$ cat src/sdp_pkg.sv
package sdp_pkg;

  // Core clock and timing
  localparam int unsigned CORE_CLK_MHZ = 125;
  localparam int unsigned CAS_LATENCY = 3;

  // APB register byte addresses
  localparam logic [7:0] REG_CTRL = 8'h00;
  localparam logic [7:0] REG_CMD = 8'h04;
  localparam logic [7:0] REG_STATUS = 8'h08;
  localparam logic [7:0] REG_ADDR = 8'h0C;
  localparam logic [7:0] REG_WDATA = 8'h10;
  localparam logic [7:0] REG_RDATA = 8'h14;

  // Control register fields
  localparam int unsigned CTRL_RD_LAT_LSB = 0;
  localparam int unsigned CTRL_WR_LAT_LSB = 2;
  localparam logic [3:0] CTRL_RESET = 4'h0;

  // Command register fields
  localparam int unsigned CMD_OP_LSB = 0;
  localparam int unsigned CMD_DIRECT_BIT = 3;
  localparam int unsigned CMD_SRC_OPT_BIT = 4;
  localparam int unsigned CMD_DST_OPT_BIT = 5;

  // Status register fields
  localparam int unsigned STAT_BUSY_BIT = 0;
  localparam int unsigned STAT_REFUSED_BIT = 1;
  localparam int unsigned STAT_SREF_BIT = 2;
  localparam int unsigned STAT_FULL_BIT = 3;

  // Address register: bank sits just above the address bits
  localparam int unsigned AUTO_PRE_BIT = 10;

  typedef enum logic [2:0] {
    OP_NOP = 3'h0,
    OP_ACTIVATE = 3'h1,
    OP_READ = 3'h2,
    OP_WRITE = 3'h3,
    OP_DEACT_BANK = 3'h4,
    OP_DEACT_ALL = 3'h5,
    OP_SREF_ENTER = 3'h6,
    OP_SREF_EXIT = 3'h7
  } sdp_op_t;

  typedef enum logic [0:0] {
    ST_IDLE = 1'b0,
    ST_BUSY = 1'b1
  } sdp_state_t;

  // Strobe codes as {row, column, write enable}, active low
  localparam logic [2:0] SIG_NOP = 3'h7;
  localparam logic [2:0] SIG_ACTIVATE = 3'h3;
  localparam logic [2:0] SIG_READ = 3'h5;
  localparam logic [2:0] SIG_WRITE = 3'h4;
  localparam logic [2:0] SIG_DEACT = 3'h2;
  localparam logic [2:0] SIG_SREF = 3'h1;

endpackage : sdp_pkg

$ cat src/sdp_port.sv
`timescale 1ns/10ps
// Summary of operation
// - During SDRAM accesses the three shared strobe pins act as column strobe, write enable and row strobe.
// - The direct transfer strobe fires for a read only in direct mode with the source option set.
// - The direct transfer strobe fires for a write only in direct mode with the destination option set.
// - A direct transfer read never captures the data bus; the peripheral takes the data.
// - A direct transfer write keeps the data bus undriven throughout.
// - The read latency field delays the strobe by 0 to 3 memory clocks after the read data phase.
// - The write latency field delays the strobe by 0 to 3 memory clocks after the write data phase.
// - Only the wide port drives the SDRAM clock enable; the narrow port has none.
// - Both ports can issue activate, single bank deactivate and all bank deactivate commands.
// - Self-refresh entry and exit exist only on the wide port.
module sdp_port #(
  parameter bit WIDE_PORT = 1'b1,
  parameter int unsigned DATA_W = 16,
  parameter int unsigned ADDR_W = 13,
  parameter int unsigned BANK_W = 2,
  parameter int unsigned CAS_LAT = sdp_pkg::CAS_LATENCY,
  parameter int unsigned FIFO_DEPTH = 8
) (
  input wire logic core_clk_i,
  input wire logic reset_i,
  input wire logic psel_i,
  input wire logic penable_i,
  input wire logic pwrite_i,
  input wire logic [7:0] paddr_i,
  input wire logic [31:0] pwdata_i,
  output logic [31:0] prdata_o,
  output logic pready_o,
  output logic pslverr_o,
  output logic memory_output_clock_o,
  output logic space_chip_enable_n_o,
  output logic row_addr_strobe_n_o,
  output logic col_addr_strobe_n_o,
  output logic sdram_write_enable_n_o,
  output logic [ADDR_W-1:0] sdram_addr_o,
  output logic [BANK_W-1:0] sdram_bank_o,
  output logic [DATA_W/8-1:0] byte_enable_n_o,
  input wire logic [DATA_W-1:0] sdram_dq_i,
  output logic [DATA_W-1:0] sdram_dq_o,
  output logic sdram_dq_oe_o,
  output logic sdram_clock_enable_out_o,
  output logic sdram_clock_enable_oe_o,
  output logic direct_transfer_strobe_o
);
  initial begin
    if (DATA_W > 32 || DATA_W < 8 || DATA_W % 8 != 0) begin
      $error("sdp_port: DATA_W must be 8, 16, 24 or 32");
    end
    if (CAS_LAT < 2 || CAS_LAT > 3 || ADDR_W <= sdp_pkg::AUTO_PRE_BIT) begin
      $error("sdp_port: CAS_LAT must be 2 or 3 and ADDR_W must exceed 10");
    end
    if (ADDR_W + BANK_W > 32) begin
      $error("sdp_port: address and bank do not fit one word");
    end
  end

  localparam logic [3:0] CAS_CYC = 4'(CAS_LAT);

  sdp_pkg::sdp_state_t state_q;
  sdp_pkg::sdp_op_t op_q;
  logic [3:0] ctrl_q;
  logic [ADDR_W+BANK_W-1:0] addr_q;
  logic [DATA_W-1:0] rdata_q;
  logic [DATA_W-1:0] dq_s1_q;
  logic [DATA_W-1:0] dq_s2_q;
  logic [31:0] prdata_q;
  logic [3:0] cyc_q;
  logic pend_q;
  logic xdir_q;
  logic refused_q;
  logic sref_q;
  logic mclk_q;
  logic rise_en;
  logic busy;
  logic acc_phase;
  logic hit_cmd;
  logic hit_wdata;
  logic hit_status;
  logic mapped;
  logic cmd_legal;
  logic cmd_take;
  logic issue;
  logic [3:0] cyc_n;
  logic [3:0] last_cyc;
  logic [3:0] strobe_cyc;
  logic fifo_in_ready;
  logic fifo_out_valid;
  logic fifo_pop;
  logic [31:0] fifo_out_data;
  sdp_pkg::sdp_op_t new_op;
  logic [1:0] rd_lat;
  logic [1:0] wr_lat;

  assign rd_lat = ctrl_q[sdp_pkg::CTRL_RD_LAT_LSB +: 2];
  assign wr_lat = ctrl_q[sdp_pkg::CTRL_WR_LAT_LSB +: 2];

  // Memory clock runs at half the core rate; outputs move only when it rises
  assign rise_en = !mclk_q;
  assign memory_output_clock_o = mclk_q;

  always_ff @(posedge core_clk_i) begin
    if (reset_i) begin
      mclk_q <= 1'b0;
    end else begin
      mclk_q <= !mclk_q;
    end
  end

  // Data pins come from another timing domain
  always_ff @(posedge core_clk_i) begin
    dq_s1_q <= sdram_dq_i;
    dq_s2_q <= dq_s1_q;
  end

  // APB decode; a full write buffer stalls the bus rather than drop data
  assign acc_phase = psel_i && penable_i;
  assign hit_cmd = paddr_i == sdp_pkg::REG_CMD;
  assign hit_wdata = paddr_i == sdp_pkg::REG_WDATA;
  assign hit_status = paddr_i == sdp_pkg::REG_STATUS;
  assign mapped = (paddr_i == sdp_pkg::REG_CTRL) || hit_cmd || hit_status
      || (paddr_i == sdp_pkg::REG_ADDR) || hit_wdata || (paddr_i == sdp_pkg::REG_RDATA);
  assign pready_o = !(hit_wdata && pwrite_i && !fifo_in_ready);
  assign pslverr_o = acc_phase && !mapped;
  assign prdata_o = prdata_q;

  assign new_op = sdp_pkg::sdp_op_t'(pwdata_i[sdp_pkg::CMD_OP_LSB +: 3]);
  assign busy = pend_q || (state_q == sdp_pkg::ST_BUSY);
  always_comb begin
    cmd_legal = !busy;
    if (sref_q) begin
      cmd_legal = !busy && (new_op == sdp_pkg::OP_SREF_EXIT);
    end else if (new_op == sdp_pkg::OP_SREF_EXIT) begin
      cmd_legal = 1'b0;
    end else if (new_op == sdp_pkg::OP_SREF_ENTER) begin
      cmd_legal = !busy && WIDE_PORT;
    end
  end
  assign cmd_take = acc_phase && pwrite_i && hit_cmd && cmd_legal;

  always_ff @(posedge core_clk_i) begin
    if (reset_i) begin
      prdata_q <= 32'h0000_0000;
    end else if (psel_i && !penable_i) begin
      prdata_q <= 32'h0000_0000;
      unique case (paddr_i)
        sdp_pkg::REG_CTRL: prdata_q[3:0] <= ctrl_q;
        sdp_pkg::REG_CMD: prdata_q <= 32'({xdir_q, op_q});
        sdp_pkg::REG_STATUS: prdata_q[3:0] <= {!fifo_in_ready, sref_q, refused_q, busy};
        sdp_pkg::REG_ADDR: prdata_q <= 32'(addr_q);
        sdp_pkg::REG_RDATA: prdata_q <= 32'(rdata_q);
        default: prdata_q <= 32'h0000_0000;
      endcase
    end
  end

  always_ff @(posedge core_clk_i) begin
    if (reset_i) begin
      ctrl_q <= sdp_pkg::CTRL_RESET;
      addr_q <= '0;
    end else if (acc_phase && pwrite_i) begin
      if (paddr_i == sdp_pkg::REG_CTRL) begin
        ctrl_q <= pwdata_i[3:0];
      end
      if (paddr_i == sdp_pkg::REG_ADDR) begin
        addr_q <= pwdata_i[ADDR_W+BANK_W-1:0];
      end
    end
  end

  // Refused commands leave a sticky flag; a new refusal beats the clear
  always_ff @(posedge core_clk_i) begin
    if (reset_i) begin
      refused_q <= 1'b0;
    end else if (acc_phase && pwrite_i && hit_cmd && !cmd_legal) begin
      refused_q <= 1'b1;
    end else if (acc_phase && pwrite_i && hit_status && pwdata_i[sdp_pkg::STAT_REFUSED_BIT]) begin
      refused_q <= 1'b0;
    end
  end

  // A direct transfer only counts when the option for its direction is set
  always_ff @(posedge core_clk_i) begin
    if (reset_i) begin
      op_q <= sdp_pkg::OP_NOP;
      xdir_q <= 1'b0;
    end else if (cmd_take) begin
      op_q <= new_op;
      xdir_q <= pwdata_i[sdp_pkg::CMD_DIRECT_BIT]
          && (((new_op == sdp_pkg::OP_READ) && pwdata_i[sdp_pkg::CMD_SRC_OPT_BIT])
          || ((new_op == sdp_pkg::OP_WRITE) && pwdata_i[sdp_pkg::CMD_DST_OPT_BIT]));
    end
  end

  sdp_fifo #(
    .WIDTH(32),
    .DEPTH(FIFO_DEPTH)
  ) u_wr_fifo (
    .core_clk_i(core_clk_i),
    .reset_i(reset_i),
    .in_valid_i(acc_phase && pwrite_i && hit_wdata),
    .in_ready_o(fifo_in_ready),
    .in_data_i(pwdata_i),
    .out_valid_o(fifo_out_valid),
    .out_ready_i(fifo_pop),
    .out_data_o(fifo_out_data)
  );

  // A buffered write waits for its data; a direct write never touches the buffer
  assign issue = rise_en && pend_q && (state_q == sdp_pkg::ST_IDLE)
      && !((op_q == sdp_pkg::OP_WRITE) && !xdir_q && !fifo_out_valid);
  assign fifo_pop = issue && (op_q == sdp_pkg::OP_WRITE) && !xdir_q;

  assign cyc_n = cyc_q + 4'h1;
  assign strobe_cyc = (op_q == sdp_pkg::OP_READ) ? CAS_CYC + 4'(rd_lat) : 4'(wr_lat);
  always_comb begin
    last_cyc = 4'h0;
    if (op_q == sdp_pkg::OP_READ) begin
      last_cyc = xdir_q ? strobe_cyc : CAS_CYC;
    end else if (op_q == sdp_pkg::OP_WRITE && xdir_q) begin
      last_cyc = strobe_cyc;
    end
  end

  always_ff @(posedge core_clk_i) begin
    if (reset_i) begin
      state_q <= sdp_pkg::ST_IDLE;
      pend_q <= 1'b0;
      cyc_q <= 4'h0;
    end else begin
      if (cmd_take) begin
        pend_q <= 1'b1;
      end
      if (issue) begin
        pend_q <= 1'b0;
        cyc_q <= 4'h0;
        state_q <= sdp_pkg::ST_BUSY;
      end else if (rise_en && state_q == sdp_pkg::ST_BUSY) begin
        cyc_q <= cyc_n;
        if (cyc_n > last_cyc) begin
          state_q <= sdp_pkg::ST_IDLE;
        end
      end
    end
  end

  // Command pins; everything here changes with the memory clock rise
  always_ff @(posedge core_clk_i) begin
    if (reset_i) begin
      space_chip_enable_n_o <= 1'b1;
      {row_addr_strobe_n_o, col_addr_strobe_n_o, sdram_write_enable_n_o} <= sdp_pkg::SIG_NOP;
      sdram_addr_o <= '0;
      sdram_bank_o <= '0;
      byte_enable_n_o <= '1;
    end else if (rise_en) begin
      space_chip_enable_n_o <= 1'b1;
      {row_addr_strobe_n_o, col_addr_strobe_n_o, sdram_write_enable_n_o} <= sdp_pkg::SIG_NOP;
      byte_enable_n_o <= '1;
      if (issue) begin
        space_chip_enable_n_o <= (op_q == sdp_pkg::OP_SREF_EXIT) || (op_q == sdp_pkg::OP_NOP);
        sdram_addr_o <= addr_q[ADDR_W-1:0];
        sdram_bank_o <= addr_q[ADDR_W +: BANK_W];
        unique case (op_q)
          sdp_pkg::OP_NOP, sdp_pkg::OP_SREF_EXIT: begin
            {row_addr_strobe_n_o, col_addr_strobe_n_o, sdram_write_enable_n_o} <= sdp_pkg::SIG_NOP;
          end
          sdp_pkg::OP_ACTIVATE: begin
            {row_addr_strobe_n_o, col_addr_strobe_n_o, sdram_write_enable_n_o} <= sdp_pkg::SIG_ACTIVATE;
          end
          sdp_pkg::OP_READ, sdp_pkg::OP_WRITE: begin
            {row_addr_strobe_n_o, col_addr_strobe_n_o, sdram_write_enable_n_o} <=
                (op_q == sdp_pkg::OP_READ) ? sdp_pkg::SIG_READ : sdp_pkg::SIG_WRITE;
            sdram_addr_o[sdp_pkg::AUTO_PRE_BIT] <= 1'b0;
            byte_enable_n_o <= '0;
          end
          sdp_pkg::OP_DEACT_BANK, sdp_pkg::OP_DEACT_ALL: begin
            {row_addr_strobe_n_o, col_addr_strobe_n_o, sdram_write_enable_n_o} <= sdp_pkg::SIG_DEACT;
            sdram_addr_o[sdp_pkg::AUTO_PRE_BIT] <= op_q == sdp_pkg::OP_DEACT_ALL;
          end
          sdp_pkg::OP_SREF_ENTER: begin
            {row_addr_strobe_n_o, col_addr_strobe_n_o, sdram_write_enable_n_o} <= sdp_pkg::SIG_SREF;
          end
        endcase
      end else if (state_q == sdp_pkg::ST_BUSY && op_q == sdp_pkg::OP_READ && cyc_n <= CAS_CYC) begin
        byte_enable_n_o <= '0;
      end
    end
  end

  // Write data bus; a direct write leaves it to the peripheral
  always_ff @(posedge core_clk_i) begin
    if (reset_i) begin
      sdram_dq_o <= '0;
      sdram_dq_oe_o <= 1'b0;
    end else if (rise_en) begin
      sdram_dq_oe_o <= fifo_pop;
      if (fifo_pop) begin
        sdram_dq_o <= fifo_out_data[DATA_W-1:0];
      end
    end
  end

  // Read capture; data is taken from the synchroniser at the data phase rise
  always_ff @(posedge core_clk_i) begin
    if (reset_i) begin
      rdata_q <= '0;
    end else if (rise_en && state_q == sdp_pkg::ST_BUSY && op_q == sdp_pkg::OP_READ
        && !xdir_q && cyc_n == CAS_CYC) begin
      rdata_q <= dq_s2_q;
    end
  end

  // Strobe goes high for one memory clock at data phase plus latency
  always_ff @(posedge core_clk_i) begin
    if (reset_i) begin
      direct_transfer_strobe_o <= 1'b0;
    end else if (rise_en) begin
      direct_transfer_strobe_o <= 1'b0;
      if (issue) begin
        direct_transfer_strobe_o <= xdir_q && op_q == sdp_pkg::OP_WRITE && wr_lat == 2'h0;
      end else if (state_q == sdp_pkg::ST_BUSY) begin
        direct_transfer_strobe_o <= xdir_q && cyc_n == strobe_cyc;
      end
    end
  end

  // Clock enable exists on the wide port only; it drops solely in self-refresh
  always_ff @(posedge core_clk_i) begin
    if (reset_i) begin
      sref_q <= 1'b0;
    end else if (issue && WIDE_PORT) begin
      if (op_q == sdp_pkg::OP_SREF_ENTER) begin
        sref_q <= 1'b1;
      end else if (op_q == sdp_pkg::OP_SREF_EXIT) begin
        sref_q <= 1'b0;
      end
    end
  end
  assign sdram_clock_enable_out_o = !sref_q;
  assign sdram_clock_enable_oe_o = WIDE_PORT;

  chk_strobe_read_opt: assert property (@(posedge core_clk_i) disable iff (reset_i)
    $rose(direct_transfer_strobe_o) && op_q == sdp_pkg::OP_READ |-> xdir_q)
    else $error("strobe on read without source option");
  chk_strobe_write_opt: assert property (@(posedge core_clk_i) disable iff (reset_i)
    $rose(direct_transfer_strobe_o) |-> xdir_q && op_q inside {sdp_pkg::OP_READ, sdp_pkg::OP_WRITE})
    else $error("strobe outside a direct transfer");
  chk_direct_no_capture: assert property (@(posedge core_clk_i) disable iff (reset_i)
    state_q == sdp_pkg::ST_BUSY && xdir_q |=> $stable(rdata_q))
    else $error("read data captured in direct transfer");
  chk_direct_bus_off: assert property (@(posedge core_clk_i) disable iff (reset_i)
    op_q == sdp_pkg::OP_WRITE && xdir_q && (busy || $past(busy)) |-> !sdram_dq_oe_o)
    else $error("data bus driven in direct write");
  chk_read_strobe_lat: assert property (@(posedge core_clk_i) disable iff (reset_i)
    $rose(direct_transfer_strobe_o) && op_q == sdp_pkg::OP_READ
      |-> cyc_q == CAS_CYC + 4'(rd_lat) ##1 direct_transfer_strobe_o ##1 !direct_transfer_strobe_o)
    else $error("read strobe latency wrong");
  chk_write_strobe_lat: assert property (@(posedge core_clk_i) disable iff (reset_i)
    $rose(direct_transfer_strobe_o) && op_q == sdp_pkg::OP_WRITE
      |-> (state_q == sdp_pkg::ST_BUSY) && cyc_q == 4'(wr_lat))
    else $error("write strobe latency wrong");
  chk_cke_wide_only: assert property (@(posedge core_clk_i) disable iff (reset_i)
    !sdram_clock_enable_out_o |-> WIDE_PORT && sref_q)
    else $error("clock enable low outside wide self-refresh");
  chk_deact_encode: assert property (@(posedge core_clk_i) disable iff (reset_i)
    issue && op_q inside {sdp_pkg::OP_DEACT_BANK, sdp_pkg::OP_DEACT_ALL} |=> !space_chip_enable_n_o
      && {row_addr_strobe_n_o, col_addr_strobe_n_o, sdram_write_enable_n_o} == sdp_pkg::SIG_DEACT
      && sdram_addr_o[sdp_pkg::AUTO_PRE_BIT] == (op_q == sdp_pkg::OP_DEACT_ALL))
    else $error("deactivate encoding wrong");
  chk_cmd_encode: assert property (@(posedge core_clk_i) disable iff (reset_i)
    issue && op_q == sdp_pkg::OP_READ |=> !space_chip_enable_n_o && !col_addr_strobe_n_o
      && row_addr_strobe_n_o && sdram_write_enable_n_o ##2 space_chip_enable_n_o)
    else $error("read command encoding wrong");
  chk_edge_aligned: assert property (@(posedge core_clk_i) disable iff (reset_i)
    !$stable({space_chip_enable_n_o, row_addr_strobe_n_o, col_addr_strobe_n_o,
      sdram_write_enable_n_o, sdram_addr_o, sdram_dq_o, direct_transfer_strobe_o})
      |-> memory_output_clock_o)
    else $error("pin change off the memory clock rise");
  chk_sref_narrow: assert property (@(posedge core_clk_i) disable iff (reset_i)
    acc_phase && pwrite_i && hit_cmd && !WIDE_PORT && new_op == sdp_pkg::OP_SREF_ENTER
      |=> refused_q && !sref_q)
    else $error("self-refresh taken on narrow port");
  chk_strobe_pins: assert property (@(posedge core_clk_i) disable iff (reset_i)
    issue && op_q == sdp_pkg::OP_ACTIVATE |=> !row_addr_strobe_n_o && col_addr_strobe_n_o
      && sdram_write_enable_n_o)
    else $error("activate not on row strobe");

endmodule : sdp_port

$ cat src/sdp_fifo.sv
`timescale 1ns/10ps
module sdp_fifo #(
  parameter int unsigned WIDTH = 32,
  parameter int unsigned DEPTH = 8
) (
  input wire logic core_clk_i,
  input wire logic reset_i,
  input wire logic in_valid_i,
  output logic in_ready_o,
  input wire logic [WIDTH-1:0] in_data_i,
  output logic out_valid_o,
  input wire logic out_ready_i,
  output logic [WIDTH-1:0] out_data_o
);
  localparam int unsigned AW = $clog2(DEPTH);

  initial begin
    if (DEPTH < 2 || (1 << AW) != DEPTH) begin
      $error("sdp_fifo: DEPTH must be a power of two of at least 2");
    end
  end

  logic [WIDTH-1:0] mem_q [DEPTH];
  logic [AW:0] wr_ptr_q;
  logic [AW:0] rd_ptr_q;
  logic push;
  logic pop;

  // Extra pointer bit tells full from empty without a counter
  assign out_valid_o = wr_ptr_q != rd_ptr_q;
  assign in_ready_o = (wr_ptr_q[AW] == rd_ptr_q[AW]) || (wr_ptr_q[AW-1:0] != rd_ptr_q[AW-1:0]);
  assign push = in_valid_i && in_ready_o;
  assign pop = out_valid_o && out_ready_i;
  assign out_data_o = mem_q[rd_ptr_q[AW-1:0]];

  always_ff @(posedge core_clk_i) begin
    if (push) begin
      mem_q[wr_ptr_q[AW-1:0]] <= in_data_i;
    end
  end

  always_ff @(posedge core_clk_i) begin
    if (reset_i) begin
      wr_ptr_q <= '0;
      rd_ptr_q <= '0;
    end else begin
      if (push) begin
        wr_ptr_q <= wr_ptr_q + 1'b1;
      end
      if (pop) begin
        rd_ptr_q <= rd_ptr_q + 1'b1;
      end
    end
  end

endmodule : sdp_fifo

$ cat config.mk
export PLATFORM = sky130hd
export DESIGN_NAME = sdp_port
export DESIGN_NICKNAME = d
export VERILOG_FILES = /design/src/sdp_pkg.sv /design/src/sdp_port.sv /design/src/sdp_fifo.sv
export SDC_FILE = /design/constraint.sdc
export NUM_CORES = 1
export LEC_CHECK = 0
export ABC_CLOCK_PERIOD_IN_PS = 3600
export BUFFER_PORTS_ARGS = -buffer_cell sky130_fd_sc_hd__buf_2
export CAP_MARGIN = 0
export CORE_AREA = 2 2 147 149
export CTS_CLUSTER_SIZE = 24
export DETAILED_ROUTE_END_ITERATION = 6
export DIE_AREA = 0 0 149 151
export PLACE_DENSITY_LB_ADDON = 0.08
export SYNTH_ARGS = -nofsm -noshare
export SYNTH_HDL_FRONTEND = slang
export SYNTH_SLANG_ARGS = --single-unit
$ cat constraint.sdc
create_clock -name core_clk_i -period 3.6 [get_ports core_clk_i]
set_input_delay 0.18 -clock core_clk_i [delete_from_list [all_inputs] [get_ports core_clk_i]]
set_output_delay 0.18 -clock core_clk_i [all_outputs]
set_load 0.01 [all_outputs]
# ---- Word level (Yosys, flattened, before mapping)
# Memories as Yosys holds them, arrays and structs flattened. A register that Yosys moved wholly into a read port is not among the register bits.
# Index checks and enable logic that the tools add are counted.
dict set report word_totals {
  inputBits 61
  out_inout_bits 76
  mem_bits_rw 256
  memories 1
  wordCells 159
  ff_bits 143
}
# memory depth width rd rd_clocked_by_memory_dff write_ports line
set mem_list {}
lappend mem_list {u_wr_fifo.mem_q 8 32 1 1 1 sdp_fifo.sv:23} ;# logic [WIDTH-1:0] mem_q [DEPTH];
dict set report op_classes {
  mux 31
  n_reduce_logical 74
  eq_ne 20
  order_cmp 2
  n_bitwise 2
  add_sub_neg 4
}
# cell n
set op_table {}
lappend op_table {{logical AND 1 bit} 34}
lappend op_table {{one-hot mux 12 bit (2 select lines)} 1}
lappend op_table {{one-hot mux 4 bit (5 select lines)} 1}
lappend op_table {{two-way mux 1 bit} 18}
lappend op_table {{equality test 8 x 4 -> 1 bit (second input constant)} 2}
lappend op_table {{equality test 8 x 5 -> 1 bit (second input constant)} 2}
lappend op_table {{equality test 3 bit (second input constant)} 5}
lappend op_table {{adder 4 x 1 -> 4 bit (second input constant)} 3}
lappend op_table {{equality test 3 x 2 -> 1 bit (second input constant)} 4}
lappend op_table {{two-way mux 3 bit} 4}
lappend op_table {{AND reduction 2 bit} 6}
lappend op_table {{logical NOT 1 bit} 11}
lappend op_table {{logical OR 1 bit} 9}
lappend op_table {{one-hot mux 1 bit (3 select lines)} 3}
lappend op_table {{equality test 8 x 3 -> 1 bit (second input constant)} 1}
lappend op_table {{logical NOT 8 bit} 1}
lappend op_table {{nonzero test 2 bit} 4}
lappend op_table {{OR reduction 2 bit} 4}
lappend op_table {{OR reduction 4 bit} 2}
lappend op_table {{two-way mux 2 bit} 3}
lappend op_table {{OR reduction 5 bit} 1}
lappend op_table {{equality test 4 x 2 -> 1 bit (second input constant)} 1}
lappend op_table {{equality test 4 x 3 -> 1 bit} 1}
lappend op_table {{> comparator 4 bit} 1}
lappend op_table {{10 further kinds} 11}

# ---- Logic depth before layout (Yosys ltp)
dict set report depth {
  word_depth 8
  depth_mapped 9
  mapped_depth_nobuf 9
}

# ---- Modules after synthesis
# From an unflattened synthesis, not the netlist that was laid out.
dict set report hier_totals {
  hier_cells 1040
  area_unflattened_um2 15641.3
}
# module instances area_per_inst_um2 seq_area_each_um2 cells_per_inst
set by_module_without_submodules {}
lappend by_module_without_submodules {sdp_fifo 1 10351.2 7907.6 455}
lappend by_module_without_submodules {sdp_port 1 5290.1 2682.6 585}

# ---- Least setup slack after synthesis
# OpenSTA, ideal clock, no wires.
dict set report synth_path {
  path_type {flip-flop to flip-flop}
  from {register u_wr_fifo.wr_ptr_q[2]}
  to {memory u_wr_fifo.mem_q[0][0] (enable)}
  period_less_slack_ns 3.402
  setup_ns 0.430
  t_arrival_ns 2.972
  path_stages_with_launch 8
  setup_slack_ns 0.198
  t_required_ns 3.170
  path_cell_list {dfxtp_1 -> buf_4 -> xnor2_1 -> and4b_1 -> buf_6 -> or3_1 -> buf_6 -> nor4_1}
}
dict set report synth_via {
  elab_chain_cells 5
}
# item line
set synth_lines {}
lappend synth_lines {{start: declaration} sdp_fifo.sv:24} ;# logic [AW:0] wr_ptr_q;
lappend synth_lines {{start signal: assignment} sdp_fifo.sv:48} ;# wr_ptr_q <= wr_ptr_q + 1'b1;
lappend synth_lines {{inequality test 3 bit} sdp_fifo.sv:31} ;# assign in_ready_o = (wr_ptr_q[AW] == rd_ptr_q[AW]) || (wr_ptr_q[AW-1:0] != rd_ptr_q[AW-1:0]);
lappend synth_lines {{logical OR 1 bit} sdp_fifo.sv:31}
lappend synth_lines {{logical AND 1 bit} sdp_fifo.sv:32} ;# assign push = in_valid_i && in_ready_o;
lappend synth_lines {{two-way mux 1 bit} sdp_fifo.sv:37} ;# if (push) begin
lappend synth_lines {{two-way mux 1 bit (implied by the code)} sdp_fifo.sv:38} ;# mem_q[wr_ptr_q[AW-1:0]] <= in_data_i;
lappend synth_lines {{end: declaration} sdp_fifo.sv:23}
# Several ways; a longest one is shown, not always the timed one.

# ---- Worst setup path in the final report
dict set report layout_path {
  from {register u_wr_fifo.wr_ptr_q[0]}
  to {memory u_wr_fifo.mem_q[2][11] (enable)}
}
# Same word-level chain as after synthesis.

==> metrics.md <==
| Metric | Value |
|---|---|
| Global route total overflow | 0 |
| Max Slew Vio Count | 0 |
| RSZ-0062 raised after global routing | no |
| Fin crit period | roughly 2600 ps |
| Std-Cell Rows | 53 |
| Num ports | 137 |
| Leak pwr | roughly 4.5 nW |
| Ys Warns | 0 |
| Worst vdd ir | 0.399 mV |
| Routed vias | 7090 |
| Die X | around 150 um |
| Initial antenna violation count | 0 |
| CTS Root Cell | clkbuf_16 |
| Final hold slack | about 18 ps |
| Number of vias per cell | 5.70 |
| Max-Cap Viols | 0 |
| Synth top area share | 35.9% |
| Cell with the most instances after synthesis | dfxtp_1 |
| CP Class | flip-flop to flip-flop |
| ANT cells | 0 |
| CP endpoint kind | flip-flop |
| Area taken by multi-input logic gates | 3650 sq um |
| Layout net count | about 1.0k |
| Placed instance area | 11400 sq um |
| CTS tree | built |
| Starting Density | 51.5% |
| Final core utilization | 60.3% |
| Primary FF master, synth | dfxtp_1 |
| Yosys cell types | 65 |
| Routed len/inst | 19.5 um |
| Accumulated negative setup slack | 0 ps |
| Clk_skew | between 5 and 6 ps |
| DRC errors left | 0 |
| Global-route wire length before repair | 38000 um |
| Syn avg cell area | 12.8 sq um |
| Antenna Nets Post-Route | 0 |
| Final worst path period share | 73.2% |
| Port bufs | roughly 100 |
| Synth cell count leaders | dfxtp_1 (142), edfxtp_1 (128), nand2_1 (61), a21oi_1 (49), mux2i_1 (48) |
| Synth Register Bits | 270 |
| PwrDens | approximately 500 nW/um^2 |
| Core area | 20800 sq um |
| Clock Pin Slew Worst Setup and Hold Paths | 60 ps |
| Register area | 6690 sq um |
| Number of synthesized flops with an enable pin | 128 |
| Largest net degree at the start of global routing | 80 |
| Post-synthesis cell area | 10700 sq um |
| Clock buffer depth | 3 |
| Final hold vios | 0 |
| Status | completed |
| Critical Path AT | 2830 ps |
| Max Freq | 379 MHz |
| Detailed Place HPWL | approximately 15000 um |
| RD Place Congestion | approximately 0.83 |
| Die Y-Extent | 151 um |
| Slew headroom | 16.5% |
| Post-synthesis sequential area ratio | a little over 60% |
| Setup violations, final | 0 |
| Worst Path Required | 3800 ps |
| Area Overhead vs Synth | 17.2% |
| Total clock sinks | 270 |
| H-tree depth | 1 |
| Crit path max fanout | 16 |
| DP Cell Count | around 1.2k |
| Cell count after synthesis | 834 |
| Cell area after layout | approximately 13000 sq um |
| Vias in the first global route | 7033 |
| Synth area leaders | edfxtp_1 (36%), dfxtp_1 (27%), mux4_2 (6.7%), mux2i_1 (4.5%), a21oi_1 (2.3%) |
| Total wire length | about 24000 um |
| Asr flop ratio synth | 0% |
| Startpoint Class | flip-flop |
| Synth area leader | edfxtp_1 |
| DRT Pass-1 Iters | 4 |
| Resized Gates After CTS | 0 |
| CTS Buf Count | 26 |
| Fill count | 1671 |
| Die Area | 22500 sq um |
| Total GRT Usage | 21.6% |
| Worst-Margin Slew | 1240 ps |
| Share of post-route cells with drive strength above 1 | around 22% |
| Clock latency on the worst-skew pair | 520 ps |
| Post-CTS Setup Bufs | 0 |
| Hold Crit Class | input port to flip-flop |
| Cell Count, Final, Fillers Out | 1243 |
| First DRT Iteration DRCs | between 500 and 600 |
## sequential cells by signal (all words and copies together), names as in the netlist, 2 cells and up
signal              cells
op_q                    3
sdram_dq_o             16
u_wr_fifo.mem_q       128
u_wr_fifo.wr_ptr_q      4
prdata_o               16
sdram_bank_o            2
dq_s1_q                16
dq_s2_q                16
sdram_addr_o           13
u_wr_fifo.rd_ptr_q      4
addr_q                 15
cyc_q                   4
rdata_q                16
ctrl_q                  4
## kinds of logic (layout without fill, tap and decap cells)
logic type	after synthesis	in the layout	share of synthesized area, %
other	2	17	0.0701
multiplexers	82	82	11.4
AND/OR/NAND/NOR	206	206	10.3
adder cells (fa/ha/maj)	8	8	0.934
buffers and inverters	88	207	4.20
AO/OA/AOI/OAI	164	164	9.59
XOR/XNOR	14	14	1.14
flip-flops	270	270	62.4
## metrics by stage
| step | setup slack [ps] | total power [W] |
|---|---|---|
| after CTS | 951 | 0.00633 |
| after floorplan | 198 | 0.00340 |
| after global placement | 1070 | 0.00347 |
| after detailed placement | 963 | 0.00348 |
| after global routing | 848 | 0.00647 |
| final | 965 | 0.00627 |
## critical path: stages (launching register included)
cell and delay (ps):
dfxtp_1 610, xnor2_1 180, and4b_1 320, or3_1 570, nor4b_2 290, buf_4 330
## what timing repair did
action | CTS | global route
hold buffers | 26 | 0
endpoints found under the hold margin | 88 | 0
setup endpoints to repair | 0 | 0
## final timing paths
check | from | to | slack (ps) | cells after the start
max reg2reg | u_wr_fifo.wr_ptr_q[0] | u_wr_fifo.mem_q[2][11] | 960 | 5
max | u_wr_fifo.wr_ptr_q[0] | u_wr_fifo.mem_q[2][11] | 960 | 5
min | pwdata_i[11] | u_wr_fifo.mem_q[4][11] | 20 | 1
min reg2reg | dq_s1_q[11] | dq_s2_q[11] | 330 | 0
## cell type report
type                            count  area share [%]
Clock buffer                       37            6.24
Clock inverter                     10            1.03
Inverter                           13           0.389
Multi-Input combinational cell    491            29.1
Sequential cell                   270            53.3
Tap cell                          275            2.74
Timing Repair Buffer              147            7.25
## layout by cell type, fill, tap and decap left out, types with 6 or more instances in the layout
cell type	netlist	layout
nor3_1	10	9
a311oi_1	6	6
ha_1	8	8
o21a_1	6	6
xnor2_1	10	10
nand2_1	61	61
edfxtp_1	128	128
dfxtp_1	142	141
or3_1	6	6
clkbuf_16	0	27
a221oi_1	11	11
nor2_1	42	42
a211oi_1	13	13
a21oi_1	49	49
dlygate4sd3_1	0	26
clkbuf_8	0	7
mux2i_1	48	48
mux4_2	32	32
inv_1	12	12
conb_1	2	17
a31oi_1	13	13
o21ai_0	44	44
buf_2	12	103
nor2b_1	7	7
buf_4	22	18
nand3_1	32	32
and3_1	8	8
## metal layers
| metal | up-vias | routed length, um | GRT usage [%] |
|---|---|---|---|
| met4 | 0 | 471 | 6.00 |
| met1 | 3511 | 10500 | 29.0 |
| li1 | 3331 | - | - |
| met5 | - | 0 | 0 |
| met2 | 206 | 12000 | 37.0 |
| met3 | 42 | 1210 | 3.28 |
## power breakdown
group / switching (W) / internal (W)
logic: 0.000114 / 0.0000635
registers: 0.0000140 / 0.00324
clock network: 0.00111 / 0.00172
No activity file was read; power rests on OpenSTA's default activity.
